[config.mk]
export PLATFORM = sky130hd
export DESIGN_NAME = umc_modem
export DESIGN_NICKNAME = d
export VERILOG_FILES = /design/src/rtl/umc_sync3.v /design/src/rtl/umc_modem.v
export VERILOG_INCLUDE_DIRS = /design/src /design/src/rtl
export SDC_FILE = /design/constraint.sdc
export NUM_CORES = 1
export LEC_CHECK = 0
export BUFFER_PORTS_ARGS = -buffer_cell sky130_fd_sc_hd__buf_4
export CORE_MARGIN = 2
export CORE_UTILIZATION = 50
export CTS_BUF_LIST = sky130_fd_sc_hd__clkbuf_2 sky130_fd_sc_hd__clkbuf_4 sky130_fd_sc_hd__clkbuf_8
export DETAILED_ROUTE_END_ITERATION = 10
export MAX_ROUTING_LAYER = met4
export PLACE_DENSITY = 0.69
export SLEW_MARGIN = 20
export SYNTH_ARGS = -nofsm -noshare
export SYNTH_HDL_FRONTEND = slang
export SYNTH_SLANG_ARGS = --single-unit
[constraint.sdc]
create_clock -name sys_clk -period 6.6 [get_ports sys_clk]
set_clock_uncertainty 0.05 [all_clocks]
set_input_delay 0.99 -clock sys_clk [delete_from_list [all_inputs] [get_ports sys_clk]]
set_output_delay 0.99 -clock sys_clk [all_outputs]
set_load 0.02 [all_outputs]
[src/rtl/umc_map.vh]
// register offsets, bit positions and reset values of the modem block
`ifndef UMC_MAP_VH
`define UMC_MAP_VH
`define UMC_NCH 4
`define UMC_AW 5
`define UMC_DW 8
`define UMC_REG_W 3
`define UMC_ADDR_MCR 3'h4
`define UMC_ADDR_MSR 3'h6
`define UMC_MCR_DTR 0
`define UMC_MCR_RTS 1
`define UMC_MSR_CTS 4
`define UMC_MSR_DSR 5
`define UMC_MSR_RI 6
`define UMC_MSR_CD 7
`define UMC_MSR_TERI 2
`define UMC_MCR_RST 8'h00
`define UMC_PIN_IDLE 1'b1
`define UMC_BYTE_ZERO 8'h00
`define UMC_RW_IDLE 1'b1
`endif

[src/rtl/umc_sync3.v]
// three-stage input synchroniser with agreement filter
`timescale 1ns/100ps
module umc_sync3 #(
    parameter W = 1,
    parameter [W-1:0] INIT = {W{1'b1}}
) (
    // clock and reset
    input wire sys_clk,
    input wire srst,
    // data
    input wire [W-1:0] din,
    output reg [W-1:0] dout
);
    reg [W-1:0] s1_q;
    reg [W-1:0] s2_q;
    reg [W-1:0] s3_q;
    integer i;
    always @(posedge sys_clk) begin
        if (srst) begin
            s1_q <= INIT;
            s2_q <= INIT;
            s3_q <= INIT;
            dout <= INIT;
        end else begin
            s1_q <= din;
            s2_q <= s1_q;
            s3_q <= s2_q;
            // only take a bit once the two late stages agree
            for (i = 0; i < W; i = i + 1) begin
                if (s2_q[i] == s3_q[i]) begin
                    dout[i] <= s3_q[i];
                end
            end
        end
    end
endmodule // umc_sync3

[src/rtl/umc_modem.v]
// modem control and status pins of four uart channels, strobe-mode bus
// Overview of operation
// reset clears all registers, parks outputs and holds tx high, rx ignored.
// with bus mode select low the reset pin is taken as active low.
// a falling edge of the read/write strobe writes the data bus to the chosen register.
// a rising edge of the read/write strobe puts the chosen register on the data bus.
// a low carrier detect input means the modem has found a carrier.
// the clear-to-send input is reported in bit 4 of the modem status register.
// a low data-set-ready means the modem is ready and never affects tx or rx.
// data-terminal-ready goes low when control bit 0 is 1 and high when it is 0.
// a rising ring indicator input raises an interrupt condition.
// request-to-send goes low when control bit 1 is 1 and high when it is 0.
// request-to-send is high after reset and never affects tx or rx.
// the baud clock source is a crystal or an external clock on the oscillator pin; the code only buffers a slow external clock.
// with bus mode select high the reset pin is active high.
// the ring interrupt stays set until the modem status register is read.
`timescale 1ns/100ps
`include "umc_map.vh"
module umc_modem (
    // clock and synchronous system reset
    input wire sys_clk,
    input wire srst,
    // device reset pin and bus mode select (high: host bus ignored)
    input wire reset_pin,
    input wire mode_sel,
    // oscillator pins
    input wire osc_input,
    output reg osc_output,
    // strobe-mode host bus
    input wire cs_n,
    input wire [`UMC_AW-1:0] addr,
    input wire rw_n,
    input wire [`UMC_DW-1:0] data_in,
    output reg [`UMC_DW-1:0] data_out,
    output reg data_oe_n,
    // modem pins, one bit per channel
    input wire [`UMC_NCH-1:0] carrier_detect_n,
    input wire [`UMC_NCH-1:0] cts_n,
    input wire [`UMC_NCH-1:0] dsr_n,
    input wire [`UMC_NCH-1:0] ring_indicator_n,
    output reg [`UMC_NCH-1:0] dtr_n,
    output reg [`UMC_NCH-1:0] rts_n,
    // serial data gating and status
    input wire [`UMC_NCH-1:0] rx_in,
    input wire [`UMC_NCH-1:0] tx_core,
    output reg [`UMC_NCH-1:0] tx_out,
    output reg [`UMC_NCH-1:0] rx_core,
    output reg [`UMC_NCH-1:0] ring_irq,
    output reg dev_in_reset
);

    // bit positions of each pin group in the filtered vector
    localparam P_CS = 0;
    localparam P_OSC = 1;
    localparam P_RW = 2;
    localparam P_RI = 3;
    localparam P_DSR = P_RI + `UMC_NCH;
    localparam P_CTS = P_DSR + `UMC_NCH;
    localparam P_CD = P_CTS + `UMC_NCH;
    localparam P_MODE = P_CD + `UMC_NCH;
    localparam P_RST = P_MODE + 1;
    localparam P_ADDR = P_RST + 1;
    localparam P_DATA = P_ADDR + `UMC_AW;
    localparam P_RX = P_DATA + `UMC_DW;
    localparam SW = P_RX + `UMC_NCH;

    // every pin from outside the clock domain goes through the filter,
    // bus address and data too: they are held long around the strobe
    wire [SW-1:0] raw = {rx_in, data_in, addr, reset_pin, mode_sel,
        carrier_detect_n, cts_n, dsr_n, ring_indicator_n, rw_n,
        osc_input, cs_n};
    wire [SW-1:0] syn;
    umc_sync3 #(.W(SW), .INIT({SW{1'b1}})) u_sync (
        .sys_clk(sys_clk),
        .srst(srst),
        .din(raw),
        .dout(syn)
    );

    wire s_cs_n = syn[P_CS];
    wire s_osc = syn[P_OSC];
    wire s_rw_n = syn[P_RW];
    wire [`UMC_NCH-1:0] s_ri_n = syn[P_RI +: `UMC_NCH];
    wire [`UMC_NCH-1:0] s_dsr_n = syn[P_DSR +: `UMC_NCH];
    wire [`UMC_NCH-1:0] s_cts_n = syn[P_CTS +: `UMC_NCH];
    wire [`UMC_NCH-1:0] s_cd_n = syn[P_CD +: `UMC_NCH];
    wire s_mode = syn[P_MODE];
    wire s_rst_pin = syn[P_RST];
    wire [`UMC_AW-1:0] s_addr = syn[P_ADDR +: `UMC_AW];
    wire [`UMC_DW-1:0] s_data = syn[P_DATA +: `UMC_DW];
    wire [`UMC_NCH-1:0] s_rx = syn[P_RX +: `UMC_NCH];

    // pin polarity follows the bus mode
    wire dev_rst = srst | (s_mode ? s_rst_pin : ~s_rst_pin);

    // address and data lag by the same filter delay as the strobe; one
    // more stage keeps them steady in the cycle that acts on the edge
    reg [`UMC_AW-1:0] addr_q;
    reg [`UMC_DW-1:0] din_q;
    reg rw_prev_q;
    always @(posedge sys_clk) begin
        if (dev_rst) begin
            addr_q <= {`UMC_AW{1'b0}};
            din_q <= `UMC_BYTE_ZERO;
        end else begin
            addr_q <= s_addr;
            din_q <= s_data;
        end
    end

    wire rw_fall = rw_prev_q & ~s_rw_n;
    wire rw_rise = ~rw_prev_q & s_rw_n;
    wire bus_on = ~s_mode & ~s_cs_n;
    wire [1:0] ch_sel = addr_q[`UMC_AW-1:`UMC_REG_W];
    wire [`UMC_REG_W-1:0] reg_sel = addr_q[`UMC_REG_W-1:0];

    function [`UMC_NCH-1:0] ch_dec;
        input [1:0] c;
        input en;
        begin
            ch_dec = en ? ({{(`UMC_NCH-1){1'b0}}, 1'b1} << c)
                : {`UMC_NCH{1'b0}};
        end
    endfunction

    // status byte of one channel: active high views of low-true pins,
    // unused positions read as zero
    function [`UMC_DW-1:0] msr_img;
        input cd_n;
        input ri_n;
        input dsr_n;
        input cts_n;
        input ring;
        begin
            msr_img = `UMC_BYTE_ZERO;
            msr_img[`UMC_MSR_CD] = ~cd_n;
            msr_img[`UMC_MSR_RI] = ~ri_n;
            msr_img[`UMC_MSR_DSR] = ~dsr_n;
            msr_img[`UMC_MSR_CTS] = ~cts_n;
            msr_img[`UMC_MSR_TERI] = ring;
        end
    endfunction

    wire [`UMC_NCH-1:0] wr_mcr = ch_dec(ch_sel,
        bus_on & rw_fall & (reg_sel == `UMC_ADDR_MCR));
    wire [`UMC_NCH-1:0] rd_msr = ch_dec(ch_sel,
        bus_on & rw_rise & (reg_sel == `UMC_ADDR_MSR));

    reg [`UMC_NCH-1:0] ri_prev_q;
    reg [`UMC_NCH-1:0] teri_q;
    reg [`UMC_DW-1:0] mcr_q [0:`UMC_NCH-1];
    wire [`UMC_DW-1:0] msr_w [0:`UMC_NCH-1];

    genvar g;
    generate
        for (g = 0; g < `UMC_NCH; g = g + 1) begin : g_ch
            wire ri_rise = ~ri_prev_q[g] & s_ri_n[g];
            assign msr_w[g] = msr_img(s_cd_n[g], s_ri_n[g], s_dsr_n[g],
                s_cts_n[g], teri_q[g]);
            always @(posedge sys_clk) begin
                if (dev_rst) begin
                    mcr_q[g] <= `UMC_MCR_RST;
                    teri_q[g] <= 1'b0;
                    ri_prev_q[g] <= `UMC_PIN_IDLE;
                end else begin
                    ri_prev_q[g] <= s_ri_n[g];
                    if (wr_mcr[g]) begin
                        mcr_q[g] <= din_q;
                    end
                    // a new ring edge beats the read-clear
                    if (ri_rise) begin
                        teri_q[g] <= 1'b1;
                    end else if (rd_msr[g]) begin
                        teri_q[g] <= 1'b0;
                    end
                end
            end
            always @(posedge sys_clk) begin
                if (dev_rst) begin
                    dtr_n[g] <= `UMC_PIN_IDLE;
                    rts_n[g] <= `UMC_PIN_IDLE;
                    tx_out[g] <= `UMC_PIN_IDLE;
                    rx_core[g] <= `UMC_PIN_IDLE;
                    ring_irq[g] <= 1'b0;
                end else begin
                    dtr_n[g] <= ~mcr_q[g][`UMC_MCR_DTR];
                    rts_n[g] <= ~mcr_q[g][`UMC_MCR_RTS];
                    // modem pins do not gate serial data
                    tx_out[g] <= tx_core[g];
                    rx_core[g] <= s_rx[g];
                    ring_irq[g] <= teri_q[g];
                end
            end
        end
    endgenerate

    // read data is driven from the strobe rise until the next fall, chip
    // deselect or bus mode select high; bus is released otherwise
    always @(posedge sys_clk) begin
        if (dev_rst) begin
            rw_prev_q <= `UMC_RW_IDLE;
            data_out <= `UMC_BYTE_ZERO;
            data_oe_n <= 1'b1;
            osc_output <= 1'b0;
            dev_in_reset <= 1'b1;
        end else begin
            rw_prev_q <= s_rw_n;
            // buffered clock, sync-delayed; fine for a slow external clock
            osc_output <= s_osc;
            dev_in_reset <= 1'b0;
            if (bus_on & rw_rise) begin
                data_oe_n <= 1'b0;
                if (reg_sel == `UMC_ADDR_MSR) begin
                    data_out <= msr_w[ch_sel];
                end else if (reg_sel == `UMC_ADDR_MCR) begin
                    data_out <= mcr_q[ch_sel];
                end else begin
                    data_out <= `UMC_BYTE_ZERO;
                end
            end else if (rw_fall | s_cs_n | s_mode) begin
                data_oe_n <= 1'b1;
            end
        end
    end
endmodule // umc_modem

==> metrics.md <==
| Metric | Value |
|---|---|
| Post-Syn Area | 0.00767 mm2 |
| Mapped Nets | 703 |
| Hold slack | 351 ps |
| Detailed Routing Iterations Pass 1 | 4 |
| R2r setup slk | 4020 ps |
| FF-to-FF Start | u_sync.dout[19] |
| Die Width | 128 um |
| Worst VDD drop | 0.257 mV |
| Clock power share | 44.0% |
| Power per cell area | 305 mW/mm2 |
| Slew Limit Fails | 0 |
| Final setup violation count | 0 |
| Antenna diodes | 0 |
| Die Height | 128 um |
| Num CTS Buffers | 38 |
| Worst-case reg-to-reg path depth | 5 |
| Clk_lat worst skew | 510 ps |
| Synthesis-to-layout area growth | 19.0% |
| Die area | 0.0164 mm2 |
| Routability Congestion | 0.852 |
| Routed Antenna Nets | 0 |
| Fin nets | 791 |
| P_int | 2240 uW |
| Ys Warns | 0 |
| Crit path required time | 6910 ps |
| Met1 Resource Use GR | 20.4% |
| Worst setup EP type | flip-flop |
| CP Class | in -> reg |
| Asr flop ratio synth | 0% |
| Post-route DRC violation count | 0 |
| Reg power frac | 53.9% |
| # hold bufs at CTS | 0 |
| Initial antenna violation count | 0 |
| Share of the synthesized area in the top cell type | 53.5% |
| Deepest clock path buffer count | 3 |
| Fmax | 386 MHz |
| Fin crit period | 2590 ps |
| Combinational fraction of design power | 2.1% |
| Outcome | complete, no violations |
| GRT Max-Usage Layer | met2 |
| Clock slew seen by the registers of the worst setup and hold paths | 50 ps |
| Post-CTS setup buffers | 0 |
| Sw Share | 19.7% |
| GRT Total Usage | 17.0% |
| Sw Pwr | 547 uW |
| Routed wire length per instance | 13.5 um |
| Cts repair resizes | 0 |
| Dpl hpwl | 8370 um |
| Worst rel slew slack | 29.1% |
| Via density | 4.85 |
| Library cells used by synthesis | 33 |
| Rows | 45 |
| Starting density of the core | 50.9% |
| Unrepaired setup endpoints after global routing | no |
| Hold crit path type | reg -> reg |
| P_leak | 0.00362 uW |
| Post-synth EDFFs | 32 |
| Post-route clock period utilization | 39.3% |
| Synth Register Bits | 237 |
| Clock sinks | 237 |
| Layout cell share with drive strength beyond 1 | 35.6% |
| Clock root cell | clkbuf_8 |
| DR iter-0 viols | 193 |
| Sequential element share of the synthesized area | 66.0% |
| Most used DFF post-synth | dfxtp_1 |
| Reg2reg end | mcr_q[0][5] |
| Hold path depth | 1 |
| Gr ovfl total | 0 |
| Gate count of the mapped netlist | 659 |
| Worst EP arrival | 2910 ps |
| First-pass GRT wire length | 21,600 um |
| Commonest cells after routing, fill and taps aside | 205 x dfxtp_1, 114 x or2_2, 76 x buf_4 |
| Crit path max fanout | 52 |
| Largest net degree at the start of global routing | 116 |
| Commonest non-fill, non-tap cell in the layout | dfxtp_1 |
| Vias in the first global route | 4,593 |
| # Max-Cap Violations | 0 |
| Grt met3 use | 4.13% |
| CORE AREA | 0.0151 mm2 |
| Synthesized area per cell | 11.6 um2 |
| Met2 Use GR | 27.3% |
| Startpoint types | input port |
| Hold Vio Cnt, Final | 0 |
| Post-synth top area cell | dfxtp_1 |
| I/O Buffers | 74 |
| Hold Path End | u_sync.s2_q[18] |
| TritonCTS clock tree | yes |
| Io pins | 75 |
| Largest cells by area after synthesis | dfxtp_1 53%, edfxtp_1 13%, or2_2 9.3%, and2_1 4.2%, o21bai_1 3.7% |
| H-tree Lvls | 2 |
| Worst hold path startpoint | u_sync.s1_q[18] |
| Vias | 4,643 |
| Post-route setup TNS | 0 ps |
| Worst Max-Slew Pin Slew | 1050 ps |
| Routed wire length | 13,000 um |
==> synthesized netlist by cell type (3+ instances only) <==
cell and count:
a21oi_1 42, a22oi_1 3, and2_1 51, buf_2 3, clkbuf_1 25, dfxtp_1 205, edfxtp_1 32, mux2_2 8
mux2i_1 12, mux4_2 3, nand2_1 9, nand2b_1 7, nor2_1 47, nor3_1 5, o21ai_0 12, o21bai_1 38
o22ai_1 10, or2_2 114, or3_1 14
==> how the worst max path moves through the flow <==
stage / cells after the start / end / slack (ps) / from
global route: 5 / mcr_q[0][5] / 3670 / u_sync.dout[19]
global placement: 5 / mcr_q[0][3] / 3590 / srst
floorplan: 3 / mcr_q[0][0] / 4490 / addr_q[2]
finish: 5 / mcr_q[0][5] / 4010 / srst
detailed placement: 5 / mcr_q[0][5] / 3500 / srst
CTS: 5 / mcr_q[0][0] / 3850 / u_sync.dout[19]
==> stage by stage <==
step,cell area (um2),total power (uW),std cells,worst slack [ps],utilization [%]
global route,9140,2900,958,3670,60.5
CTS,9120,2820,958,3850,60.5
floorplan,7670,1560,659,4490,-
detailed placement,8370,1590,895,3500,55.5
global placement,8370,1590,895,3590,55.5
finish,9140,2780,958,4010,60.5
==> metal layers <==
metal	vias to the layer above	share of wire, %
met3	27	5.4
met5	-	0
met2	115	48
met4	0	2.5
met1	2105	45
li1	2396	-
==> logic make-up after synthesis <==
logic type | share of synthesized area [%]
simple gates | 20.3
flops | 66.0
compound gates | 8.54
buf+inv | 1.47
mux | 3.62
xor+xnor | 0.114
==> sequential cells by signal (all words and copies together), names as in the netlist <==
signal and count:
addr_q 5, data_oe_n 1, data_out 8, dev_in_reset 1, din_q 8, dtr_n 4, mcr_q 32, msr_w 4
osc_output 1, ri_prev_q 4, ring_irq 4, rts_n 4, rw_prev_q 1, rx_core 4, tx_out 4, u_sync.dout 38
u_sync.s1_q 38, u_sync.s2_q 38, u_sync.s3_q 38
==> power groups by stage <==
stage                     clock, uW  combinational, uW  sequential (uW)
after floorplan                   0               36.9             1530
after global placement            0               58.4             1530
after detailed placement          0               60.1             1530
after CTS                      1260               60.2             1500
after global routing           1330               66.0             1500
final                          1230               59.0             1500
==> layout make-up <==
cell class	instances	area (um2)
well taps	188	235
repair buffers	76	571
clock buffers	58	698
inverters	1	3.75
flip-flops and latches	237	5060
fillers	1263	5950
clock inverters	5	53.8
multi-input cells	393	2510
==> worst max-delay path, cell delays in order <==
cell,delay (ps)
buf_4,240
nor2_4,620
inv_2,310
nor4_2,520
and2_1,210
No activity file was read; power rests on OpenSTA's default activity.
